<file path="config.mk">
export PLATFORM = sky130hd
export DESIGN_NAME = tmc_timer
export DESIGN_NICKNAME = d
export VERILOG_FILES = /design/src/tmc_sync.v /design/src/tmc_prescale.v /design/src/tmc_timer.v
export VERILOG_INCLUDE_DIRS = /design/src
export SDC_FILE = /design/constraint.sdc
export NUM_CORES = 1
export LEC_CHECK = 0
export BUFFER_PORTS_ARGS = -buffer_cell sky130_fd_sc_hd__buf_4
export CORE_ASPECT_RATIO = 0.75
export CORE_MARGIN = 1
export CORE_UTILIZATION = 53
export CTS_BUF_LIST = sky130_fd_sc_hd__clkbuf_2 sky130_fd_sc_hd__clkbuf_4 sky130_fd_sc_hd__clkbuf_8
export CTS_CLUSTER_SIZE = 30
export DETAILED_ROUTE_END_ITERATION = 8
export GPL_TIMING_DRIVEN = 0
export PLACE_DENSITY = 0.81
export SLEW_MARGIN = 0
export SYNTH_ARGS = -nofsm -noshare
export SYNTH_HDL_FRONTEND = slang
export SYNTH_HIERARCHICAL = 1
export SYNTH_SLANG_ARGS = --single-unit
export TNS_END_PERCENT = 10
</file>
<file path="constraint.sdc">
create_clock -name ref_clk -period 3.68 [get_ports ref_clk]
set_input_delay 0.736 -clock ref_clk [delete_from_list [all_inputs] [get_ports ref_clk]]
set_output_delay 0.736 -clock ref_clk [all_outputs]
set_load 0.005 [all_outputs]
</file>
<file path="src/tmc_map.vh">
`ifndef TMC_MAP_VH
`define TMC_MAP_VH
// Register byte offsets on the local register port.
`define TMC_ADDR_W 3
`define TMC_OFF_SC 3'h0
`define TMC_OFF_CNTH 3'h1
`define TMC_OFF_CNTL 3'h2
`define TMC_OFF_MODH 3'h3
`define TMC_OFF_MODL 3'h4
// Field positions in the status and control register.
`define TMC_SC_FLAG 7
`define TMC_SC_IE 6
`define TMC_SC_CPWM 5
`define TMC_SC_CLKS_HI 4
`define TMC_SC_CLKS_LO 3
`define TMC_SC_PS_HI 2
`define TMC_SC_PS_LO 0
// Clock source codes.
`define TMC_CLKS_NONE 2'h0
`define TMC_CLKS_BUS 2'h1
`define TMC_CLKS_FIXED 2'h2
`define TMC_CLKS_EXT 2'h3
// Reset values and the all-ones and one word constants.
`define TMC_RST_BYTE 8'h00
`define TMC_RST_WORD 16'h0000
`define TMC_RST_CLKS 2'h0
`define TMC_RST_PS 3'h0
`define TMC_ONES_WORD 16'hffff
`define TMC_ONE_WORD 16'h0001
// Prescaler divider width and read-latch state codes.
`define TMC_DIV_W 7
`define TMC_LAT_IDLE 3'h1
`define TMC_LAT_WLO 3'h2
`define TMC_LAT_WHI 3'h4
`endif

</file>
<file path="src/tmc_sync.v">
`timescale 1ns/10ps
`include "tmc_map.vh"
// Three-stage synchronizer with a rising-edge pulse for a slow count source.
module tmc_sync
(
   input wire ref_clk,
   input wire resetn,
   input wire async_in,
   output wire rise_pulse
);
   // Synchronizer stages; the first is read only by the second.
   reg s1_q;
   reg s2_q;
   reg s3_q;
   // Filtered level, updated only when stages two and three agree.
   reg level_q;

   // Shift the pin through the stages and track the agreed level.
   always @(posedge ref_clk)
   begin
      if (!resetn)
      begin
         s1_q <= 1'b0;
         s2_q <= 1'b0;
         s3_q <= 1'b0;
         level_q <= 1'b0;
      end
      else
      begin
         s1_q <= async_in;
         s2_q <= s1_q;
         s3_q <= s2_q;
         if (s2_q == s3_q)
         begin
            level_q <= s3_q;
         end
      end
   end

   // A new high level counts as one source edge.
   assign rise_pulse = (s2_q == s3_q) & s3_q & ~level_q;
endmodule

</file>
<file path="src/tmc_prescale.v">
`timescale 1ns/10ps
`include "tmc_map.vh"
// Power-of-two prescaler that thins a train of source ticks.
module tmc_prescale
(
   input wire ref_clk,
   input wire resetn,
   input wire clear,
   input wire tick_in,
   input wire [2:0] div_sel,
   output wire tick_out
);
   // Ripple of source ticks; its low bits pick the tap.
   reg [`TMC_DIV_W-1:0] div_q;

   // Mask of the divider bits that must all be one for a tap.
   function [`TMC_DIV_W-1:0] tmc_tap_mask;
      input [2:0] sel;
      begin
         tmc_tap_mask = ~({`TMC_DIV_W{1'b1}} << sel);
      end
   endfunction

   // Count source ticks; clearing keeps a stopped timer phase-aligned on restart.
   always @(posedge ref_clk)
   begin
      if (!resetn || clear)
      begin
         div_q <= {`TMC_DIV_W{1'b0}};
      end
      else if (tick_in)
      begin
         div_q <= div_q + {{(`TMC_DIV_W-1){1'b0}}, 1'b1};
      end
   end

   // One output tick for every two-to-the-select input ticks.
   assign tick_out = tick_in & ((div_q & tmc_tap_mask(div_sel)) == tmc_tap_mask(div_sel));
endmodule

</file>
<file path="src/tmc_timer.v">
// The address map and strobed register access were left to the implementer.
`timescale 1ns/10ps
`include "tmc_map.vh"
// Counter core of the timer: source select, prescaler, modulo counter,
// overflow flag, coherent counter reads and coherent modulo writes.
module tmc_timer
(
   input wire ref_clk,
   input wire resetn,
   input wire [`TMC_ADDR_W-1:0] reg_addr,
   input wire [7:0] reg_wdata,
   input wire reg_wr,
   input wire reg_rd,
   output wire [7:0] reg_rdata,
   input wire fixed_system_clock,
   input wire external_count_clock,
   input wire bdm_active,
   output wire overflow_irq,
   output wire [15:0] count_value,
   output wire count_down,
   output wire center_mode
);
   // Control fields of the status and control register.
   reg flag_q;
   reg flag_d;
   reg ie_q;
   reg center_q;
   reg [1:0] clk_sel_q;
   reg [2:0] ps_q;
   // Set by a read of the control register while the flag is set.
   reg arm_q;
   reg arm_d;
   // Counter and its direction (high means counting down).
   reg [15:0] cnt_q;
   reg [15:0] cnt_d;
   reg dir_q;
   reg dir_d;
   // Active modulo and the byte buffers that feed it.
   reg [15:0] mod_q;
   reg [7:0] mod_hi_buf_q;
   reg [7:0] mod_lo_buf_q;
   // Which modulo bytes have been written since the last commit.
   reg mod_hi_pend_q;
   reg mod_lo_pend_q;
   // Read-coherency latch state and held counter value.
   reg [2:0] lat_q;
   reg [2:0] lat_d;
   reg [15:0] hold_q;
   reg [15:0] hold_d;
   // Read data, valid in the cycle after the read strobe.
   reg [7:0] rdata_q;
   reg [7:0] rdata_d;
   // Decoded strobes.
   wire wr_sc;
   wire rd_sc;
   wire wr_cnt;
   wire rd_cnth;
   wire rd_cntl;
   wire wr_modh;
   wire wr_modl;
   // Count path.
   wire fixed_rise;
   wire ext_rise;
   reg src_tick;
   wire pre_tick;
   wire cnt_tick;
   wire [15:0] limit;
   reg ovf_evt;
   wire ovf_set;
   wire mod_pending;

   // Address decode for the register port.
   assign wr_sc = reg_wr & (reg_addr == `TMC_OFF_SC);
   assign rd_sc = reg_rd & (reg_addr == `TMC_OFF_SC);
   assign wr_cnt = reg_wr & ((reg_addr == `TMC_OFF_CNTH) | (reg_addr == `TMC_OFF_CNTL));
   assign rd_cnth = reg_rd & (reg_addr == `TMC_OFF_CNTH);
   assign rd_cntl = reg_rd & (reg_addr == `TMC_OFF_CNTL);
   assign wr_modh = reg_wr & (reg_addr == `TMC_OFF_MODH);
   assign wr_modl = reg_wr & (reg_addr == `TMC_OFF_MODL);

   // The fixed clock and the count pin come from outside this clock domain.
   tmc_sync u_fixed_sync
   (
      .ref_clk(ref_clk),
      .resetn(resetn),
      .async_in(fixed_system_clock),
      .rise_pulse(fixed_rise)
   );

   tmc_sync u_ext_sync
   (
      .ref_clk(ref_clk),
      .resetn(resetn),
      .async_in(external_count_clock),
      .rise_pulse(ext_rise)
   );

   // Pick the count source; the bus rate source ticks every cycle.
   // A pin source must stay below a quarter of the bus rate or edges are lost.
   always @*
   begin
      case (clk_sel_q)
         `TMC_CLKS_NONE: src_tick = 1'b0;
         `TMC_CLKS_BUS: src_tick = 1'b1;
         `TMC_CLKS_FIXED: src_tick = fixed_rise;
         `TMC_CLKS_EXT: src_tick = ext_rise;
         default: src_tick = 1'b0;
      endcase
   end

   // The prescaler sits after selection, so it divides whichever source is chosen.
   // Debug mode stops the source ticks, which also freezes the prescaler phase.
   tmc_prescale u_prescale
   (
      .ref_clk(ref_clk),
      .resetn(resetn),
      .clear(clk_sel_q == `TMC_CLKS_NONE),
      .tick_in(src_tick & ~bdm_active),
      .div_sel(ps_q),
      .tick_out(pre_tick)
   );

   // Counter enable, held off while debug mode is active.
   assign cnt_tick = pre_tick & ~bdm_active;

   // A zero or all-ones modulo lets the counter run over the full range.
   assign limit = (mod_q == `TMC_RST_WORD) ? `TMC_ONES_WORD : mod_q;

   // Next counter value and direction, plus the raw overflow event.
   // Leaving center mode drops the down direction at once, so a stopped source cannot strand it.
   always @*
   begin
      cnt_d = cnt_q;
      dir_d = dir_q & center_q;
      ovf_evt = 1'b0;
      if (wr_cnt)
      begin
         // Any value written to either byte restarts the count.
         cnt_d = `TMC_RST_WORD;
         dir_d = 1'b0;
      end
      else if (cnt_tick)
      begin
         if (!center_q)
         begin
            // Up mode; wrapping at all-ones also catches a modulo set below the count.
            dir_d = 1'b0;
            if ((cnt_q == limit) || (cnt_q == `TMC_ONES_WORD))
            begin
               cnt_d = `TMC_RST_WORD;
               ovf_evt = 1'b1;
            end
            else
            begin
               cnt_d = cnt_q + `TMC_ONE_WORD;
            end
         end
         else if (!dir_q)
         begin
            // Center mode rising half.
            if (cnt_q >= limit)
            begin
               dir_d = 1'b1;
               cnt_d = cnt_q - `TMC_ONE_WORD;
               ovf_evt = 1'b1;
            end
            else
            begin
               cnt_d = cnt_q + `TMC_ONE_WORD;
            end
         end
         else
         begin
            // Center mode falling half; turn upward at zero.
            if (cnt_q == `TMC_RST_WORD)
            begin
               dir_d = 1'b0;
               cnt_d = `TMC_ONE_WORD;
            end
            else
            begin
               cnt_d = cnt_q - `TMC_ONE_WORD;
            end
         end
      end
   end

   // A half-written modulo suppresses the flag until the second byte lands.
   assign mod_pending = mod_hi_pend_q | mod_lo_pend_q;
   assign ovf_set = ovf_evt & ~mod_pending;

   // Flag and its two-step clear; a new overflow wins and restarts the sequence.
   always @*
   begin
      flag_d = flag_q;
      arm_d = arm_q;
      if (rd_sc && flag_q)
      begin
         arm_d = 1'b1;
      end
      if (wr_sc)
      begin
         arm_d = 1'b0;
         // Writing a one leaves the flag as it is.
         if (arm_q && !reg_wdata[`TMC_SC_FLAG])
         begin
            flag_d = 1'b0;
         end
      end
      if (ovf_set)
      begin
         flag_d = 1'b1;
         arm_d = 1'b0;
      end
   end

   // Read-coherency latch: the first byte read captures both bytes.
   always @*
   begin
      lat_d = lat_q;
      hold_d = hold_q;
      if (wr_cnt || wr_sc)
      begin
         // Counter and control register writes restart the mechanism.
         lat_d = `TMC_LAT_IDLE;
      end
      else if (!bdm_active)
      begin
         case (lat_q)
            `TMC_LAT_IDLE:
            begin
               if (rd_cnth)
               begin
                  hold_d = cnt_q;
                  lat_d = `TMC_LAT_WLO;
               end
               else if (rd_cntl)
               begin
                  hold_d = cnt_q;
                  lat_d = `TMC_LAT_WHI;
               end
            end
            `TMC_LAT_WLO:
            begin
               if (rd_cntl)
               begin
                  lat_d = `TMC_LAT_IDLE;
               end
            end
            `TMC_LAT_WHI:
            begin
               if (rd_cnth)
               begin
                  lat_d = `TMC_LAT_IDLE;
               end
            end
            default:
            begin
               lat_d = `TMC_LAT_IDLE;
            end
         endcase
      end
      // In debug mode the latch keeps its state whatever is read.
   end

   // Read data mux; a held value answers while the latch is occupied.
   always @*
   begin
      rdata_d = `TMC_RST_BYTE;
      if (reg_rd)
      begin
         case (reg_addr)
            `TMC_OFF_SC: rdata_d = {flag_q, ie_q, center_q, clk_sel_q, ps_q};
            `TMC_OFF_CNTH: rdata_d = (lat_q == `TMC_LAT_IDLE) ? cnt_q[15:8] : hold_q[15:8];
            `TMC_OFF_CNTL: rdata_d = (lat_q == `TMC_LAT_IDLE) ? cnt_q[7:0] : hold_q[7:0];
            `TMC_OFF_MODH: rdata_d = mod_q[15:8];
            `TMC_OFF_MODL: rdata_d = mod_q[7:0];
            default: rdata_d = `TMC_RST_BYTE;
         endcase
      end
   end

   // Control register fields and flag state.
   always @(posedge ref_clk)
   begin
      if (!resetn)
      begin
         flag_q <= 1'b0;
         arm_q <= 1'b0;
         ie_q <= 1'b0;
         center_q <= 1'b0;
         clk_sel_q <= `TMC_RST_CLKS;
         ps_q <= `TMC_RST_PS;
      end
      else
      begin
         flag_q <= flag_d;
         arm_q <= arm_d;
         if (wr_sc)
         begin
            ie_q <= reg_wdata[`TMC_SC_IE];
            center_q <= reg_wdata[`TMC_SC_CPWM];
            clk_sel_q <= reg_wdata[`TMC_SC_CLKS_HI:`TMC_SC_CLKS_LO];
            ps_q <= reg_wdata[`TMC_SC_PS_HI:`TMC_SC_PS_LO];
         end
      end
   end

   // Counter, direction, latch and read data.
   always @(posedge ref_clk)
   begin
      if (!resetn)
      begin
         cnt_q <= `TMC_RST_WORD;
         dir_q <= 1'b0;
         lat_q <= `TMC_LAT_IDLE;
         hold_q <= `TMC_RST_WORD;
         rdata_q <= `TMC_RST_BYTE;
      end
      else
      begin
         cnt_q <= cnt_d;
         dir_q <= dir_d;
         lat_q <= lat_d;
         hold_q <= hold_d;
         rdata_q <= rdata_d;
      end
   end

   // Modulo bytes are buffered and committed together once both are written.
   always @(posedge ref_clk)
   begin
      if (!resetn)
      begin
         mod_q <= `TMC_RST_WORD;
         mod_hi_buf_q <= `TMC_RST_BYTE;
         mod_lo_buf_q <= `TMC_RST_BYTE;
         mod_hi_pend_q <= 1'b0;
         mod_lo_pend_q <= 1'b0;
      end
      else if (wr_modh)
      begin
         if (mod_lo_pend_q)
         begin
            mod_q <= {reg_wdata, mod_lo_buf_q};
            mod_lo_pend_q <= 1'b0;
         end
         else
         begin
            mod_hi_buf_q <= reg_wdata;
            mod_hi_pend_q <= 1'b1;
         end
      end
      else if (wr_modl)
      begin
         if (mod_hi_pend_q)
         begin
            mod_q <= {mod_hi_buf_q, reg_wdata};
            mod_hi_pend_q <= 1'b0;
         end
         else
         begin
            mod_lo_buf_q <= reg_wdata;
            mod_lo_pend_q <= 1'b1;
         end
      end
   end

   // Interrupt request follows the flag while enabled.
   assign overflow_irq = flag_q & ie_q;
   assign reg_rdata = rdata_q;
   assign count_value = cnt_q;
   assign count_down = dir_q;
   assign center_mode = center_q;
endmodule

</file>
# == Word level (Yosys, flattened, before mapping) ==
# Index checks and enable logic that the tools add are counted.
# W data, S select, Z words.
# classes
addsub,3
order_cmp,1
n_eq_ne,20
n_shift,1
n_mux,38
bitwise,30
n_reduce_logical,29
# op_table
operator,n
$mux W16,12
$pmux W8 S5,1
$logic_not A16 Y1,2
$and A1 B1 Y1,17
$mux W1,17
$add A16 B1 Y16 const B,1
$eq A16 B16 Y1,1
$eq A16 B16 Y1 const B,1
$ge A16 B16 Y1,1
$mux W8,2
$sub A16 B1 Y16 const B,1
$mux W3,4
$reduce_and A2 Y1,5
$reduce_bool A2 Y1,5
$eq A3 B2 Y1 const B,3
$not A1 Y1,9
$pmux W3 S3,1
$ne A2 B2 Y1 const B,4
$reduce_and A4 Y1,2
$add A7 B1 Y7 const B,1
$and A7 B7 Y7,1
$eq A7 B7 Y1,1
$not A7 Y7,1
$shl A7 B3 Y7 const A,1
other kinds (16),28
# word_totals
regBits,102
in_bits,18
output_inout_bits,27
elab_cells,147

# == Logic depth before layout (Yosys ltp) ==
# depth
word_depth,12
ltp_mapped,15
depth_no_buf,12

# == Modules after synthesis ==
# The synthesis kept the hierarchy.
# by_module_without_submodules
module,n_inst,cells_each,area_each_um2,seq_area_each_um2
tmc_timer,1,675,5218.8,1741.7
tmc_prescale,1,40,342.8,140.1
tmc_sync,2,11,133.9,80.1

# == Least setup slack after synthesis ==
# No wires, ideal clock.
# synth_path
kind,register -> register
startpoint,register mod_q[4]
endpoint,register cnt_q[2] (netlist: count_value[2])
setup_time_ns,0.078
arrival_time_ns,3.362
required_time_ns,3.602
path_slack_ns,0.239
path_stages_with_launch,16
n_path_buf,4
synth_period_minus_slack_ns,3.441
cell_sequence,dfxtp_1 -> nor4_1 -> and4_1 -> clkbuf_1 -> clkbuf_1 -> nor2_1 -> ha_1 -> and3_1 -> a221oi_1 -> o211a_1 -> clkbuf_1 -> and2_1 -> clkbuf_1 -> mux2_2 -> a2bb2oi_1 -> nor3_1
# synth_via
elab_chain_len,6
word_cells_on_any_way,9
classes_between,order compare (1); eq/ne (1); mux (5); reduce/logical (2)
# synth_rtl
element,line_no,source
from (decl),tmc_timer.v:39,reg [15:0] mod_q;
from (signal assigned),tmc_timer.v:335,mod_q <= `TMC_RST_WORD;
from (signal assigned),tmc_timer.v:345,"mod_q <= {reg_wdata, mod_lo_buf_q};"
from (signal assigned),tmc_timer.v:358,"mod_q <= {mod_hi_buf_q, reg_wdata};"
$logic_not A16 Y1 (no source line),--,
$mux W16 (*),tmc_timer.v:127,assign limit = (mod_q == `TMC_RST_WORD) ? `TMC_ONES_WORD : mod_q;
$ge A16 B16 Y1 or $eq A16 B16 Y1 (tied branches),"tmc_timer.v:161, tmc_timer.v:148",
$mux W16 or $logic_or A1 B1 Y1 (tied branches),"tmc_timer.v:161, tmc_timer.v:148",
"$mux W16, on equally long branches","tmc_timer.v:158, tmc_timer.v:148",
$mux W16 (*),tmc_timer.v:144,if (!center_q)
to (signal assigned),tmc_timer.v:314,cnt_q <= `TMC_RST_WORD;
to (signal assigned),tmc_timer.v:322,cnt_q <= cnt_d;
to (decl),tmc_timer.v:34,reg [15:0] cnt_q;
# Mark *: on every way between the ends. The rest lies on a longest branch, timed or not.
# A chain may end at the register's enable or synchronous reset.

# == Worst setup path in the final report ==
# Same ends and word-level chain as after synthesis.

==> flow_summary.rst <==
.. list-table::
   :header-rows: 1

   * - Metric
     - Value
   * - Run status
     - finished clean
   * - Path type of the worst setup path
     - flip-flop to flip-flop
   * - Met1 Routed Length
     - 8.022 mm
   * - # IOs
     - 45
   * - Number of antenna violations at the first check in global routing
     - 0
   * - CP endpoint kind
     - flip-flop
   * - Max Used Layer
     - met4
   * - PnR Total Power
     - 2.100 mW
   * - Number of DRC markers in iteration 0
     - 659
   * - # DRC
     - 0
   * - Die Outline Area
     - 0.01143 sq mm
   * - Slew margin rel.
     - 34.31%
   * - Total routed wirelength
     - 17.55 mm
   * - Max H-tree Level
     - 3
   * - Synth Area per Inst
     - 7.910 sq um
   * - Cells after synthesis
     - 737
   * - Detail Route met2 WL
     - 7.531 mm
   * - Proportion of synthesized chip area in sequential cells
     - 35.03%
   * - Number of pins exceeding their max-slew limit in the final report
     - 0
   * - Non-filler instance count after layout
     - 932
   * - Peak VDD IR
     - 0.2699 mV
   * - Area Growth Syn to Fin
     - 13.50%
   * - Register bit count reported by yosys
     - 102
   * - Leakage power summed over all cells
     - 2.727 nW
   * - Vias after detailed routing
     - 5966
   * - Filler cell count in the final layout
     - 908
   * - Clock Path Buffers
     - 2
   * - Worst hold-check slack
     - 444.4 ps
   * - Worst setup slack after placement
     - -522.4 ps
   * - Insertion delay of the later-clocked pin in the worst-skew pair
     - 390 ps
   * - Largest fanout on the critical path
     - 10
   * - End of the worst register-to-register path
     - count_value[2]
   * - Register-to-register setup slack
     - 140 ps
   * - X dimension of the die
     - 123.1 microns
   * - Placeable core region
     - 0.01049 sq mm
   * - Final estimated routing congestion in global placement
     - 0.9543
   * - Startpoint kind of the worst setup timing path
     - flip-flop
   * - Worst setup path end
     - count_value[2]
   * - Post-route clock period utilization
     - 96.18%
   * - CTS tree
     - yes
   * - Cell area after placement
     - 0.006322 sq mm
   * - Area fraction of the dominant cell type after synthesis
     - 35.03%
   * - Cell type with the largest total area after synthesis
     - sky130_fd_sc_hd__dfxtp_1
   * - Routed length on met3
     - 1.828 mm
   * - TritonCTS Buffers
     - 9
   * - Vias in the first global route
     - 5260
   * - CP Data Arrival Time
     - 3800 ps
   * - Port Buffer Count
     - 43
   * - Detail-routed via count per cell
     - 6.401
   * - Setup WS post-layout
     - 140.4 ps
   * - Start point of the critical path
     - mod_q[4]
   * - Antenna diode count
     - 0
   * - First-pass GRT wire length
     - 27.74 mm
   * - Total track usage
     - 31.82%
   * - Height of the chip
     - 92.83 microns
   * - Final min period
     - 3540 ps
   * - Top flip-flop cell by instance count after synthesis
     - sky130_fd_sc_hd__dfxtp_1
   * - R2r worst-path depth
     - 12
   * - Starting density of the core
     - 55.57%
   * - Finished Cell Area
     - 0.006616 sq mm
   * - Drt first pass iters
     - 5
   * - Timing-limited maximum frequency
     - 282.5 MHz
   * - Pin count of the biggest net entering global routing
     - 16
   * - Total gr overflow
     - 0
   * - Fraction of final layout cells with drive strength greater than 1
     - 11.18%
   * - Post-Syn Area
     - 0.005829 sq mm
   * - Net Count, Synth
     - 777
   * - Final antenna-violating net count
     - 0
   * - Number of enable flip-flop cells after synthesis
     - 0
   * - # Max-Cap Violations
     - 0
   * - Dominant cells by area after synthesis
     - sky130_fd_sc_hd__dfxtp_1 35%, sky130_fd_sc_hd__nand2_1 9.1%, sky130_fd_sc_hd__mux2i_1 6.4%, sky130_fd_sc_hd__ha_1 4.7%, sky130_fd_sc_hd__a21boi_0 4.0%
   * - Cell Pwr Density
     - 317.4 mW/mm^2
   * - FP Rows
     - 32
   * - Total count of hold-check failures in the final report
     - 0
   * - Distinct cell type count of the synthesized netlist
     - 63
   * - CP Data Required Time
     - 3940 ps
   * - Clock slew seen by the registers of the worst setup and hold paths
     - 100 ps
   * - Post-detailed-placement half-perimeter wirelength
     - 12.92 mm
   * - Worst min-delay path category
     - flip-flop to flip-flop
   * - Max Clock Skew
     - 11.33 ps
   * - Warning count from the yosys run
     - 6
   * - Post-synth ARST share
     - 0%
   * - Post-Place Cells
     - 916
   * - Total number of clock tree sinks
     - 102
   * - Final net count
     - 832
   * - Setup-failing EPs final
     - 0
   * - Per-cell routed wire length
     - 18.83 microns
   * - Worst-margin pin slew
     - 977.9 ps
   * - Clock tree root driver cell
     - sky130_fd_sc_hd__clkbuf_8
   * - Origin of the critical flop-to-flop path
     - mod_q[4]
## power breakdown
group | switching (mW) | total, mW | internal, mW | leakage (nW)
Sequential | 0.0101 | 1.13 | 1.12 | 0.824
Clock | 0.389 | 0.775 | 0.387 | 0.112
Combinational | 0.127 | 0.199 | 0.0726 | 1.79
## worst min path at each step
stage	start	cells after the start	slack (ps)	end
after floorplan	u_ext_sync/s1_q	1	410	u_ext_sync/s2_q
after global placement	u_ext_sync/s1_q	1	420	u_ext_sync/s2_q
after detailed placement	u_ext_sync/s1_q	1	430	u_ext_sync/s2_q
after CTS	u_ext_sync/s1_q	1	450	u_ext_sync/s2_q
after global routing	u_ext_sync/s1_q	1	470	u_ext_sync/s2_q
final	u_ext_sync/s1_q	1	440	u_ext_sync/s2_q
## kinds of logic after synthesis
| family | after synthesis | synth area share, % |
|---|---|---|
| adders and majority gates | 22 | 4.722 |
| muxes | 39 | 6.740 |
| AOI/OAI and AO/OA | 193 | 22.71 |
| DFF | 102 | 35.03 |
| buffers and inverters | 62 | 4.057 |
| xor gates and xnor gates | 7 | 1.052 |
| and+or+nand+nor | 312 | 25.69 |
## cell type report
class,count,area [sq um],share of cell area [%]
timing repair buffer,47,352.8,5.333
sequential,102,2042,30.86
inverter,9,33.78,0.5106
tap,136,170.2,2.572
clock inverter,2,38.79,0.5862
clock buffer,13,178.9,2.704
buffer,50,195.2,2.950
multi-input combinational,573,3605,54.48
## critical path, cell delays in order (launching register included)
cell and delay (ps):
sky130_fd_sc_hd__dfxtp_1 390, sky130_fd_sc_hd__nor4_1 320, sky130_fd_sc_hd__and4_4 270, sky130_fd_sc_hd__clkbuf_4 210, sky130_fd_sc_hd__nor2_1 80, sky130_fd_sc_hd__ha_1 300, sky130_fd_sc_hd__nand4_1 200, sky130_fd_sc_hd__or3_1 380
sky130_fd_sc_hd__o211a_2 320, sky130_fd_sc_hd__a31o_2 340, sky130_fd_sc_hd__a221o_1 370, sky130_fd_sc_hd__a2bb2oi_1 160, sky130_fd_sc_hd__nor3_1 60
## cells in the final DEF (no fill, tap or decap), types with 4 or more instances in the layout
cell type and n:
sky130_fd_sc_hd__xor2_1 6, sky130_fd_sc_hd__inv_1 9, sky130_fd_sc_hd__or3_1 6, sky130_fd_sc_hd__a31oi_1 9, sky130_fd_sc_hd__nand4_1 12, sky130_fd_sc_hd__ha_1 22, sky130_fd_sc_hd__or2_2 6, sky130_fd_sc_hd__o21ai_0 39
sky130_fd_sc_hd__and4_1 6, sky130_fd_sc_hd__nor2b_1 18, sky130_fd_sc_hd__a211oi_1 5, sky130_fd_sc_hd__nand3_1 10, sky130_fd_sc_hd__a21oi_1 40, sky130_fd_sc_hd__and3_1 4, sky130_fd_sc_hd__nor3_1 14, sky130_fd_sc_hd__mux2i_1 37
sky130_fd_sc_hd__a221oi_1 6, sky130_fd_sc_hd__nor2_1 54, sky130_fd_sc_hd__clkbuf_8 13, sky130_fd_sc_hd__a21o_1 5, sky130_fd_sc_hd__and2_1 9, sky130_fd_sc_hd__nand2_1 141, sky130_fd_sc_hd__o211a_1 18, sky130_fd_sc_hd__o31a_1 9
sky130_fd_sc_hd__clkbuf_1 46, sky130_fd_sc_hd__dfxtp_1 102, sky130_fd_sc_hd__buf_4 48, sky130_fd_sc_hd__or4_1 5, sky130_fd_sc_hd__nand2b_1 4, sky130_fd_sc_hd__nor4_1 6, sky130_fd_sc_hd__a21boi_0 31
## synthesized netlist by cell type, types with 8 or more instances
cell type / instances
sky130_fd_sc_hd__clkbuf_1: 50
sky130_fd_sc_hd__nor2_1: 54
sky130_fd_sc_hd__o21ai_0: 39
sky130_fd_sc_hd__a21oi_1: 41
sky130_fd_sc_hd__ha_1: 22
sky130_fd_sc_hd__nand3_1: 10
sky130_fd_sc_hd__inv_1: 9
sky130_fd_sc_hd__o31a_1: 9
sky130_fd_sc_hd__dfxtp_1: 102
sky130_fd_sc_hd__o211a_1: 19
sky130_fd_sc_hd__and2_1: 10
sky130_fd_sc_hd__nor4_1: 8
sky130_fd_sc_hd__mux2i_1: 37
sky130_fd_sc_hd__nand2_1: 141
sky130_fd_sc_hd__a21boi_0: 31
sky130_fd_sc_hd__nor3_1: 14
sky130_fd_sc_hd__a31oi_1: 10
sky130_fd_sc_hd__nand4_1: 12
sky130_fd_sc_hd__nor2b_1: 18
## stage by stage
| stage | utilization, % | TNS [ps] |
|---|---|---|
| 2_1_floorplan | - | 0 |
| 3_3_place_gp | 60.27 | -4236 |
| 3_5_place_dp | 60.27 | -5467 |
| 4_1_cts | 62.46 | 0 |
| 5_1_grt | 63.07 | -16.80 |
| 6_report | 63.07 | 0 |
## what timing repair did
action / CTS / global route
hold buffers: 0 / 0
buffers inserted: 0 / 4
resized for setup: 6 / 8
endpoints found under the setup margin: 15 / 14
pin swaps: 0 / 3
## layer usage
metal / vias to the layer above / global-route usage (%)
met1: 2876 / 47.33
met4: 0 / 5.924
met3: 25 / 6.712
li1: 2748 / -
met5: - / 0
met2: 317 / 47.05
## flip-flops by register name, summed over array words and instances (netlist names), 3 cells and up
register,flops
mod_hi_buf_q,8
reg_rdata,8
count_value,16
hold_q,16
lat_q,3
mod_q,16
u_prescale/div_q,7
mod_lo_buf_q,8
ps_q,3
Power figures use the tool's default switching activity.
